<file path="config.mk">
export PLATFORM = sky130hd
export DESIGN_NAME = sso_unit
export DESIGN_NICKNAME = d
export VERILOG_FILES = /design/src/rtl/sso_pkg.sv /design/src/rtl/sso_axis.sv /design/src/rtl/sso_decode.sv /design/src/rtl/sso_unit.sv
export SDC_FILE = /design/constraint.sdc
export NUM_CORES = 1
export LEC_CHECK = 0
export BUFFER_PORTS_ARGS = -buffer_cell sky130_fd_sc_hd__buf_2
export CELL_PAD_IN_SITES_DETAIL_PLACEMENT = 0
export CELL_PAD_IN_SITES_GLOBAL_PLACEMENT = 1
export CORE_MARGIN = 1
export CORE_UTILIZATION = 51
export DETAILED_ROUTE_END_ITERATION = 10
export PLACE_DENSITY_LB_ADDON = 0.1
export SETUP_SLACK_MARGIN = 0.4
export SYNTH_ARGS = -nofsm -noshare
export SYNTH_HDL_FRONTEND = slang
export SYNTH_SLANG_ARGS = --single-unit
</file>
<file path="constraint.sdc">
create_clock -name clock -period 7.68 [get_ports clock]
set_input_delay 1.152 -clock clock [delete_from_list [all_inputs] [get_ports clock]]
set_output_delay 1.152 -clock clock [all_outputs]
set_load 0.02 [all_outputs]
</file>
<file path="src/rtl/sso_pkg.sv">
`default_nettype none
package sso_pkg;
    // one dictionary word
    typedef logic [15:0] sso_word_t;

    // dictionary indices
    localparam logic [15:0] SSO_IDX_RESOLUTION = 16'h6000;
    localparam logic [15:0] SSO_IDX_LONG_VALUE = 16'h6010;
    localparam logic [15:0] SSO_IDX_LONG_OP = 16'h6011;
    localparam logic [15:0] SSO_IDX_LONG_PRESET = 16'h6012;
    localparam logic [15:0] SSO_IDX_LONG_AUTO = 16'h6013;
    localparam logic [15:0] SSO_IDX_LONG_DIFF = 16'h6014;
    localparam logic [15:0] SSO_IDX_LONG_PRESET32 = 16'h6112;
    localparam logic [15:0] SSO_IDX_PRESET_X = 16'h2600;
    localparam logic [15:0] SSO_IDX_LAT_VALUE = 16'h6020;
    localparam logic [15:0] SSO_IDX_LAT_OP = 16'h6021;
    localparam logic [15:0] SSO_IDX_LAT_PRESET = 16'h6022;
    localparam logic [15:0] SSO_IDX_LAT_AUTO = 16'h6023;
    localparam logic [15:0] SSO_IDX_LAT_DIFF = 16'h6024;
    localparam logic [15:0] SSO_IDX_PRESET_Y = 16'h2601;

    // operating parameter field positions
    localparam int unsigned SSO_OP_INV_BIT = 0;
    localparam int unsigned SSO_OP_SCALE_BIT = 1;

    // values after reset, and the resolution codes
    localparam logic [7:0] SSO_OP_RST = 8'h00;
    localparam logic [15:0] SSO_PRESET_RST = 16'h0000;
    localparam logic [15:0] SSO_AUTO_RST = 16'h0000;
    localparam logic [15:0] SSO_DIFF_RST = 16'h0000;
    localparam logic [15:0] SSO_RES_1DEG = 16'h03E8;
    localparam logic [15:0] SSO_RES_TENTH = 16'h0064;
    localparam logic [15:0] SSO_RES_HUNDREDTH = 16'h000A;
    localparam logic [15:0] SSO_RES_RST = SSO_RES_1DEG;

    // inversion modulus of a 16-bit entry
    localparam logic [16:0] SSO_INV_MOD16 = 17'h10000;

    // cycles from a taken request to its answer
    localparam int unsigned SSO_ANSWER_CYCLES = 1;

    // dictionary entry selected by an index
    typedef enum logic [3:0] {
        SSO_SEL_NONE = 4'h0,
        SSO_SEL_RES = 4'h1,
        SSO_SEL_LONG_VAL = 4'h2,
        SSO_SEL_LONG_OP = 4'h3,
        SSO_SEL_LONG_PRE = 4'h4,
        SSO_SEL_LONG_AUTO = 4'h5,
        SSO_SEL_LONG_DIFF = 4'h6,
        SSO_SEL_LAT_VAL = 4'h7,
        SSO_SEL_LAT_OP = 4'h8,
        SSO_SEL_LAT_PRE = 4'h9,
        SSO_SEL_LAT_AUTO = 4'hA,
        SSO_SEL_LAT_DIFF = 4'hB
    } sso_sel_e;

    // dictionary access request and answer
    typedef struct packed {
        logic wr;
        logic rd;
        logic [15:0] index;
        logic [15:0] wdata;
    } sso_od_req_s;

    typedef struct packed {
        logic ack;
        logic err;
        logic [15:0] rdata;
    } sso_od_rsp_s;

    // raw or processed tilt sample pair
    typedef struct packed {
        logic valid;
        logic [15:0] longitudinal;
        logic [15:0] lateral;
    } sso_sample_s;
endpackage
`default_nettype wire

</file>
<file path="src/rtl/sso_axis.sv">
`timescale 1ns/1ps
`default_nettype none
module sso_axis (
    input wire logic clock,
    input wire logic nrst,
    input wire logic ce,
    input wire logic sample_valid,
    input wire sso_pkg::sso_word_t raw,
    input wire logic [7:0] op,
    input wire logic preset_wr,
    input wire sso_pkg::sso_word_t preset_val,
    input wire logic auto_wr,
    input wire sso_pkg::sso_word_t auto_val,
    input wire sso_pkg::sso_word_t diff,
    output sso_pkg::sso_word_t auto_offset,
    output sso_pkg::sso_word_t slope_out
);
    import sso_pkg::*;

    sso_word_t raw_q, raw_d;
    sso_word_t auto_q, auto_d;
    sso_word_t out_q, out_d;
    sso_word_t inv_x;
    sso_word_t base;
    sso_word_t scaled;
    logic inv_en;
    logic scale_en;

    assign inv_en = op[SSO_OP_INV_BIT];
    assign scale_en = op[SSO_OP_SCALE_BIT];
    assign auto_offset = auto_q;
    assign slope_out = out_q;

    // next output sample and automatic offset
    always_comb begin
        inv_x = 16'(SSO_INV_MOD16 - {1'b0, raw});
        base = inv_en ? inv_x : raw;
        scaled = 16'(base + auto_q + diff);
        raw_d = raw_q;
        out_d = out_q;
        auto_d = auto_q;
        if (sample_valid) begin
            raw_d = raw;
            out_d = scale_en ? scaled : base;
        end
        if (preset_wr) begin
            auto_d = inv_en ? 16'(preset_val + raw_q) : 16'(preset_val - raw_q);
        end else if (auto_wr) begin
            auto_d = auto_val;
        end
    end

    // state registers, frozen while ce is low
    always_ff @(posedge clock or negedge nrst) begin
        if (!nrst) begin
            raw_q <= SSO_PRESET_RST;
            auto_q <= SSO_AUTO_RST;
            out_q <= SSO_PRESET_RST;
        end else if (ce) begin
            raw_q <= raw_d;
            auto_q <= auto_d;
            out_q <= out_d;
        end
    end
endmodule
`default_nettype wire

</file>
<file path="src/rtl/sso_decode.sv">
`timescale 1ns/1ps
`default_nettype none
module sso_decode (
    input wire logic [15:0] index,
    output sso_pkg::sso_sel_e sel
);
    import sso_pkg::*;

    // index to entry, preset aliases fold onto their axis
    always_comb begin
        case (index)
            SSO_IDX_RESOLUTION: sel = SSO_SEL_RES;
            SSO_IDX_LONG_VALUE: sel = SSO_SEL_LONG_VAL;
            SSO_IDX_LONG_OP: sel = SSO_SEL_LONG_OP;
            SSO_IDX_LONG_PRESET: sel = SSO_SEL_LONG_PRE;
            SSO_IDX_LONG_PRESET32: sel = SSO_SEL_LONG_PRE;
            SSO_IDX_PRESET_X: sel = SSO_SEL_LONG_PRE;
            SSO_IDX_LONG_AUTO: sel = SSO_SEL_LONG_AUTO;
            SSO_IDX_LONG_DIFF: sel = SSO_SEL_LONG_DIFF;
            SSO_IDX_LAT_VALUE: sel = SSO_SEL_LAT_VAL;
            SSO_IDX_LAT_OP: sel = SSO_SEL_LAT_OP;
            SSO_IDX_LAT_PRESET: sel = SSO_SEL_LAT_PRE;
            SSO_IDX_PRESET_Y: sel = SSO_SEL_LAT_PRE;
            SSO_IDX_LAT_AUTO: sel = SSO_SEL_LAT_AUTO;
            SSO_IDX_LAT_DIFF: sel = SSO_SEL_LAT_DIFF;
            default: sel = SSO_SEL_NONE;
        endcase
    end
endmodule
`default_nettype wire

</file>
<file path="src/rtl/sso_unit.sv">
`timescale 1ns/1ps
`default_nettype none
module sso_unit (
    input wire logic clock,
    input wire logic nrst,
    input wire logic ce,
    input wire sso_pkg::sso_sample_s raw_in,
    input wire sso_pkg::sso_od_req_s od_req,
    output sso_pkg::sso_od_rsp_s od_rsp,
    output sso_pkg::sso_sample_s slope_out,
    output sso_pkg::sso_word_t resolution
);
    import sso_pkg::*;

    ////////////////////////////////////////////////////////////////////////////
    // declarations

    sso_sel_e sel;

    logic [7:0] long_op_q, long_op_d;
    logic [7:0] lat_op_q, lat_op_d;
    sso_word_t long_preset_q, long_preset_d;
    sso_word_t lat_preset_q, lat_preset_d;
    sso_word_t long_diff_q, long_diff_d;
    sso_word_t lat_diff_q, lat_diff_d;
    sso_word_t res_q, res_d;
    sso_od_rsp_s rsp_q, rsp_d;
    logic valid_q, valid_d;

    logic long_pre_wr;
    logic lat_pre_wr;
    logic long_auto_wr;
    logic lat_auto_wr;
    logic res_ok;
    sso_word_t rd_word;

    sso_word_t long_auto;
    sso_word_t lat_auto;
    sso_word_t long_slope;
    sso_word_t lat_slope;

    // per-axis views for the axis loop
    logic [1:0] ax_pre_wr;
    logic [1:0] ax_auto_wr;
    logic [7:0] ax_op [2];
    sso_word_t ax_raw [2];
    sso_word_t ax_diff [2];
    sso_word_t ax_auto [2];
    sso_word_t ax_slope [2];

    ////////////////////////////////////////////////////////////////////////////
    // index decode

    sso_decode u_decode (
        .index(od_req.index),
        .sel(sel)
    );

    ////////////////////////////////////////////////////////////////////////////
    // per-axis datapaths

    // axis 0 is longitudinal, axis 1 lateral
    assign ax_raw[0] = raw_in.longitudinal;
    assign ax_raw[1] = raw_in.lateral;
    assign ax_op[0] = long_op_q;
    assign ax_op[1] = lat_op_q;
    assign ax_pre_wr[0] = long_pre_wr;
    assign ax_pre_wr[1] = lat_pre_wr;
    assign ax_auto_wr[0] = long_auto_wr;
    assign ax_auto_wr[1] = lat_auto_wr;
    assign ax_diff[0] = long_diff_q;
    assign ax_diff[1] = lat_diff_q;

    // one datapath per axis, same arithmetic on its own settings
    generate
        for (genvar g = 0; g < 2; g++) begin : g_axis
            sso_axis u_axis (
                .clock(clock),
                .nrst(nrst),
                .ce(ce),
                .sample_valid(raw_in.valid),
                .raw(ax_raw[g]),
                .op(ax_op[g]),
                .preset_wr(ax_pre_wr[g]),
                .preset_val(od_req.wdata),
                .auto_wr(ax_auto_wr[g]),
                .auto_val(od_req.wdata),
                .diff(ax_diff[g]),
                .auto_offset(ax_auto[g]),
                .slope_out(ax_slope[g])
            );
        end
    endgenerate

    // axis results back under their own names
    assign long_auto = ax_auto[0];
    assign lat_auto = ax_auto[1];
    assign long_slope = ax_slope[0];
    assign lat_slope = ax_slope[1];

    ////////////////////////////////////////////////////////////////////////////
    // read data multiplexer

    // selected entry seen by a read
    always_comb begin
        case (sel)
            SSO_SEL_RES: rd_word = res_q;
            SSO_SEL_LONG_VAL: rd_word = long_slope;
            SSO_SEL_LONG_OP: rd_word = {8'h00, long_op_q};
            SSO_SEL_LONG_PRE: rd_word = long_preset_q;
            SSO_SEL_LONG_AUTO: rd_word = long_auto;
            SSO_SEL_LONG_DIFF: rd_word = long_diff_q;
            SSO_SEL_LAT_VAL: rd_word = lat_slope;
            SSO_SEL_LAT_OP: rd_word = {8'h00, lat_op_q};
            SSO_SEL_LAT_PRE: rd_word = lat_preset_q;
            SSO_SEL_LAT_AUTO: rd_word = lat_auto;
            SSO_SEL_LAT_DIFF: rd_word = lat_diff_q;
            default: rd_word = 16'h0000;
        endcase
    end

    // only the three documented resolution codes are accepted
    always_comb begin
        case (od_req.wdata)
            SSO_RES_1DEG: res_ok = 1'b1;
            SSO_RES_TENTH: res_ok = 1'b1;
            SSO_RES_HUNDREDTH: res_ok = 1'b1;
            default: res_ok = 1'b0;
        endcase
    end

    ////////////////////////////////////////////////////////////////////////////
    // dictionary access

    // settings writes, preset strobes and the answer
    always_comb begin
        long_op_d = long_op_q;
        lat_op_d = lat_op_q;
        long_preset_d = long_preset_q;
        lat_preset_d = lat_preset_q;
        long_diff_d = long_diff_q;
        lat_diff_d = lat_diff_q;
        res_d = res_q;
        long_pre_wr = 1'b0;
        lat_pre_wr = 1'b0;
        long_auto_wr = 1'b0;
        lat_auto_wr = 1'b0;
        rsp_d = '0;
        if (od_req.wr) begin
            rsp_d.ack = 1'b1;
            case (sel)
                SSO_SEL_RES: begin
                    if (res_ok) begin
                        res_d = od_req.wdata;
                    end else begin
                        rsp_d.err = 1'b1;
                    end
                end
                SSO_SEL_LONG_OP: begin
                    long_op_d = od_req.wdata[7:0];
                end
                SSO_SEL_LONG_PRE: begin
                    long_preset_d = od_req.wdata;
                    long_pre_wr = 1'b1;
                end
                SSO_SEL_LONG_AUTO: begin
                    long_auto_wr = 1'b1;
                end
                SSO_SEL_LONG_DIFF: begin
                    long_diff_d = od_req.wdata;
                end
                SSO_SEL_LAT_OP: begin
                    lat_op_d = od_req.wdata[7:0];
                end
                SSO_SEL_LAT_PRE: begin
                    lat_preset_d = od_req.wdata;
                    lat_pre_wr = 1'b1;
                end
                SSO_SEL_LAT_AUTO: begin
                    lat_auto_wr = 1'b1;
                end
                SSO_SEL_LAT_DIFF: begin
                    lat_diff_d = od_req.wdata;
                end
                default: begin
                    rsp_d.err = 1'b1;
                end
            endcase
        end else if (od_req.rd) begin
            rsp_d.ack = 1'b1;
            rsp_d.rdata = rd_word;
            rsp_d.err = (sel == SSO_SEL_NONE);
        end
    end

    // one-cycle marker of a new processed sample
    always_comb begin
        valid_d = raw_in.valid;
    end

    // settings and answer registers, frozen while ce is low
    always_ff @(posedge clock or negedge nrst) begin
        if (!nrst) begin
            long_op_q <= SSO_OP_RST;
            lat_op_q <= SSO_OP_RST;
            long_preset_q <= SSO_PRESET_RST;
            lat_preset_q <= SSO_PRESET_RST;
            long_diff_q <= SSO_DIFF_RST;
            lat_diff_q <= SSO_DIFF_RST;
            res_q <= SSO_RES_RST;
            rsp_q <= '0;
            valid_q <= 1'b0;
        end else if (ce) begin
            long_op_q <= long_op_d;
            lat_op_q <= lat_op_d;
            long_preset_q <= long_preset_d;
            lat_preset_q <= lat_preset_d;
            long_diff_q <= long_diff_d;
            lat_diff_q <= lat_diff_d;
            res_q <= res_d;
            rsp_q <= rsp_d;
            valid_q <= valid_d;
        end
    end

    ////////////////////////////////////////////////////////////////////////////
    // outputs

    assign od_rsp = rsp_q;
    assign resolution = res_q;
    assign slope_out.valid = valid_q;
    assign slope_out.longitudinal = long_slope;
    assign slope_out.lateral = lat_slope;
endmodule
`default_nettype wire
</file>
* Word level (Yosys, flattened, before mapping) *
Cells that the tools add are included.

operators by class
  add/subtract/negate cells = 10
  reductions and logical operators = 17
  eq/ne operators = 28
  muxes and demuxes = 26

operators with widths
  operator                                                                 number
  16-bit by 15-bit equality test with 1-bit output, second input constant  12
  16-bit two-way mux                                                       11
  16-bit case mux with 11 select lines                                     1
  16-bit adder                                                             6
  4-bit case mux with 11 select lines                                      1
  16-bit by 14-bit equality test with 1-bit output, second input constant  2
  1-bit by 16-bit subtractor with 16-bit output, first input constant      2
  16-bit subtractor                                                        2
  18-bit two-way mux                                                       1
  3-bit AND reduction                                                      6
  16-bit by 10-bit equality test with 1-bit output, second input constant  1
  16-bit by 4-bit equality test with 1-bit output, second input constant   1
  16-bit by 7-bit equality test with 1-bit output, second input constant   1
  4-bit by 3-bit equality test with 1-bit output, second input constant    4
  4-bit equality test, second input constant                               4
  1-bit two-way mux                                                        10
  4-bit by 2-bit equality test with 1-bit output, second input constant    2
  8-bit OR reduction                                                       1
  2-bit AND reduction                                                      3
  3-bit OR reduction                                                       2
  4-bit by 1-bit equality test with 1-bit output, second input constant    1
  4-bit logical NOT                                                        1
  4-bit AND reduction                                                      1
  2-bit nonzero test                                                       2
  3 further kinds                                                          3

word-level totals
  output and inout bits = 67
  register bits after elaboration = 211
  logic and storage cells = 98

* Longest topological paths before layout *
  word-level depth = 8
  mapped depth = 19

* Modules after synthesis *
A second synthesis with hierarchy kept.

second synthesis, totals
  cell total of the unflattened synthesis = 1506
  area, all modules = 14856.7 µm²

by module, submodules not included
  module                        cells an instance  area each (µm²)  instances
  sso_unit                      483                5846.9           1
  sso_axis at g_axis[1].u_axis  489                4386.7           1
  sso_axis at g_axis[0].u_axis  493                4300.4           1
  sso_decode                    41                 322.8            1

* Worst setup path after synthesis *
OpenSTA, ideal clock, no wires.

  path type = in2reg
  start point = input port raw_in[0] (netlist bit)
  end point = register g_axis[1].u_axis.out_q[15]
  path buffers = 0
  library setup time = 104 ps
  slack = 2888 ps
  cell stages on the path = 17
  data arrival time = 4689 ps
  cell sequence = inv_1 > ha_1 > nand2b_1 > or4_1 > or2_2 > o41ai_1 > xor2_1 > fa_1 > inv_1 > ha_1 > and3_1 > a21oi_1 > o21ai_0 > o41ai_1 > o21ai_0 > mux4_2 > o311ai_1

on the way
  cells in the longest elaborated chain, start to end = 5

ends and longest elaborated chain
  element                                        RTL line        text
  from (decl)                                    sso_unit.sv:7   input wire sso_pkg::sso_sample_s raw_in,
  1-bit by 16-bit subtractor with 16-bit output  sso_axis.sv:36  inv_x = 16'(SSO_INV_MOD16 - {1'b0, raw});
  16-bit two-way mux *                           sso_axis.sv:37  base = inv_en ? inv_x : raw;
  16-bit adder (2 in series)                     sso_axis.sv:38  scaled = 16'(base + auto_q + diff);
  16-bit two-way mux *                           sso_axis.sv:44  out_d = scale_en ? scaled : base;
  to (signal assigned)                           sso_axis.sv:62  out_q <= out_d;
  to (decl)                                      sso_axis.sv:22  sso_word_t out_q, out_d;

Every way passes the cells marked *; elsewhere a longest branch is shown, timed or not.
A chain may end at the register's enable or synchronous reset.

* Worst setup path after layout *
  start point = input port od_req[27] (netlist bit)
  end point = register g_axis[1].u_axis.auto_q[3]

on the way
  cells in the longest elaborated chain, start to end = 8
  elaborated cells on any way between the ends = 26

ends and longest elaborated chain
  element                                                                                                                      RTL line          text
  from (decl)                                                                                                                  sso_unit.sv:8     input wire sso_pkg::sso_od_req_s od_req,
  16-bit by 15-bit equality test with 1-bit output / 16-bit by 14-bit equality test with 1-bit output (equally long branches)  sso_decode.sv:11  case (index)
  3-bit OR reduction (no source line) / 2-bit OR reduction (equally long branches)                                             n/a
  4-bit case mux with 11 select lines *                                                                                        sso_decode.sv:11
  4-bit equality test                                                                                                          sso_unit.sv:151   case (sel)
  1-bit two-way mux                                                                                                            sso_unit.sv:151
  1-bit two-way mux                                                                                                            sso_unit.sv:149   if (od_req.wr) begin
  2-bit nonzero test (no source line)                                                                                          n/a
  2-bit AND reduction (no source line)                                                                                         n/a
  to (signal assigned)                                                                                                         sso_axis.sv:61    auto_q <= auto_d;
  to (decl)                                                                                                                    sso_axis.sv:21    sso_word_t auto_q, auto_d;

Marked as above.

==> reports/qor.yml <==
detailed_routing:
  viasPerCell: 5.96
  routed-via-count: 12663
  wl_mm: 47.3
  ant_nets: 0
  drt_first_pass_iters: 8
  drc: 0
  drt-initial-drc-count: 1108
  routedWlPerCell_um: 22.2
layout:
  fin_util_pct: 57.9
  nFillCells: 2604
  antenna_cells: 0
  area_delta_synth_final_pct: 11.3
  drive_gt1_share_pct: 18.4
  finalNetCount: 1895
  fin_cells: 2125
  design_area_um2: 16700
setup_path:
  reg2regPathDepth: 14
  crit_type: "in -> reg"
  crit_path_end_kind: "flip-flop"
  r2r-start: "lat_op_q[0]$_DFFE_PN0P_"
  startpoint: "od_req[27]"
  startpoint_type: "input port"
  regToRegEndpoint: "g_axis[1].u_axis.slope_out[15]$_DFFE_PN0P_"
  path_max_fanout: 32
  cp.required_ps: 8050
  rrSetupSlack_ps: 3290
  cp_data_arrival_time_ps: 6100
min_path:
  hold_class: "reg -> reg"
  hold-path-endpoint: "long_preset_q[15]$_DFFE_PN0P_"
  holdPathStages: 2
  holdCritStartpoint: "long_preset_q[15]$_DFFE_PN0P_"
floorplanning:
  fp-row-count: 62
  fp.dieArea_um2: 30200
  die_width_um: 174
  io_pins: 137
  core_um2: 28900
  die_h_um: 174
  initial_core_util_pct: 52.1
cts:
  cts_root_buffer: "clkbuf_16"
  clock_path_buffers: 3
  clkSinkCount: 211
  cts_hold_buffers: 0
  cts.clk_slew.worst_paths_ps: 60
  cts_resized: 0
  cts_tree: "built"
  cts_made_buffers: 25
  cts_max_level: 1
  insertion_delay_ps: 530
  post_cts_buffers: 0
pwr:
  ir_drop_mv: 0.186
  p_sw_uw: 943
  pwr-share-seq_pct: 39.8
  powerDensity_nw_per_um2: 183
  finalPower_mw: 3.05
  intPower_mw: 2.11
  p_sw_share_pct: 30.9
  p_comb_share_pct: 21.0
  leakagePower_nw: 7.79
  clkPwrFrac_pct: 39.2
logic_synthesis:
  synthTopCellsByCount: "205 x dfrtp_1, 164 x nand2_1, 157 x inv_1"
  synth_most_common_cell: "dfrtp_1"
  synthCells: 1624
  synth_edf_count: 0
  yosysTopAreaCell: "dfrtp_1"
  synth.net_count: 1793
  synthFlopType: "dfrtp_1"
  synth_area_um2: 15000
  synthArstFlopShare_pct: 100
  yosys_register_bits: 211
  yosys_warnings: 0
  syn_area_per_cell_um2: 9.25
  synth_top_cell_area_share_pct: 34.1
  ys_types: 95
  synth-seq-area-share_pct: 35.2
  netlist_top_cells_area: "dfrtp_1 34%, ha_1 5.4%, mux2_2 4.9%"
grt:
  grt_pass1_wl_mm: 72.6
  grt_overflow_total: 0
  track_usage_pct: 31.5
  antenna_found_initial: 0
  grt_max_degree: 134
  grt_pass1_vias: 12134
sta:
  worst_pin_slew_ps: 1170
  tns_ps: 0
  rsz0062_at_grt: "no"
  drv_slew: 0
  hold_viol_final: 0
  hold_ws_ps: 488
  fin_worst_skew_ps: 15.3
  fin_crit_ps: 5730
  max_freq_ghz: 0.175
  slew_headroom_pct: 22.1
  setup-violations-final: 0
  min_period_over_period_pct: 74.6
  setup_ws_ps: 1950
placed_design:
  preCtsSetupSlack_ps: 1550
  placed_cell_area_um2: 15900
  place_congestion: 0.933
  portBuffers: 136
  dp_hpwl_mm: 35.2
  dp.cells: 2083
outcome:
  status: "finished clean"
job:
  max_cap_viol_count: 0
## critical path, cell delays in order
cell      delay, ps
buf_2            90
or4b_1          700
nor3_2          480
nand2_1         140
o21ai_0         180
nand2_1          70
o21a_1          140
ha_1            430
clkinv_1        310
a21oi_1         140
or3_1           560
a211oi_4        740
o21ai_2         480
a211oi_1        370
a21oi_1          80
## flip-flops by register name, summed over array words and instances, names as in the netlist
register,count
g_axis.u_axis.auto_offset,32
g_axis.u_axis.raw_q,32
g_axis.u_axis.slope_out,32
od_rsp,18
lat_diff_q,16
lat_preset_q,16
long_diff_q,16
long_preset_q,16
resolution,16
lat_op_q,8
long_op_q,8
valid_q,1
## cells by family after synthesis
kind of cell             Yosys count  synth area share [%]
AND/OR/NAND/NOR                  469                  15.2
AO/OA/AOI/OAI                    394                  18.2
buffers and inverters            235                  6.69
flip-flops                       211                  35.2
multiplexers                     111                  8.72
XOR/XNOR                         105                  6.12
adder cells (fa/ha/maj)           99                  9.94
## how the worst max path moves through the flow
stage	endpoint
after floorplan	g_axis[1].u_axis.slope_out[15]$_DFFE_PN0P_
after global placement	g_axis[1].u_axis.auto_offset[15]$_DFFE_PN0P_
after detailed placement	g_axis[1].u_axis.auto_offset[3]$_DFFE_PN0P_
after CTS	g_axis[1].u_axis.auto_offset[3]$_DFFE_PN0P_
after global routing	g_axis[1].u_axis.auto_offset[3]$_DFFE_PN0P_
final	g_axis[1].u_axis.auto_offset[3]$_DFFE_PN0P_
## power groups by stage
| stage | Sequential (mW) | Combinational, mW | Clock [mW] |
|---|---|---|---|
| after CTS | 1.22 | 0.637 | 1.21 |
| final | 1.21 | 0.642 | 1.20 |
| after detailed placement | 1.24 | 0.634 | 0 |
| after global routing | 1.22 | 0.713 | 1.25 |
| after floorplan | 1.24 | 0.409 | 0 |
| after global placement | 1.23 | 0.625 | 0 |
## area by class of cell
cell class / count / area [µm²] / area share, %
well taps: 384 / 480 / 2.87
multi-input cells: 1178 / 8740 / 52.3
clock buffers: 35 / 713 / 4.27
flip-flops and latches: 211 / 5290 / 31.6
clock inverters: 7 / 96.3 / 0.576
inverters: 159 / 597 / 3.57
repair buffers: 151 / 803 / 4.80
## cells in the final DEF, fill, tap and decap left out, drive strengths merged, types with 13 or more instances in the layout
cell / instances
a21o: 15
and3: 20
inv: 158
fa: 34
o21ai: 87
a21oi: 84
mux2: 91
xnor2: 44
ha: 65
a22oi: 32
nand3: 17
mux2i: 18
nor2: 124
nor2b: 17
dfrtp: 205
a211oi: 40
a221oi: 16
xor2: 61
nor3: 44
buf: 151
a31oi: 13
or3: 13
clkbuf: 35
o22ai: 17
nand2b: 18
nand2: 168
## per-layer routing
layer	vias to the layer above	routed length (µm)	track usage [%]	share of wire [%]
met5	-	0	0	0
met3	72	3590	4.80	7.6
met1	6214	21000	45.0	45
li1	5896	-	-	-
met4	0	1170	8.19	2.5
met2	481	21500	49.9	45
No activity file was read; power rests on OpenSTA's default activity.
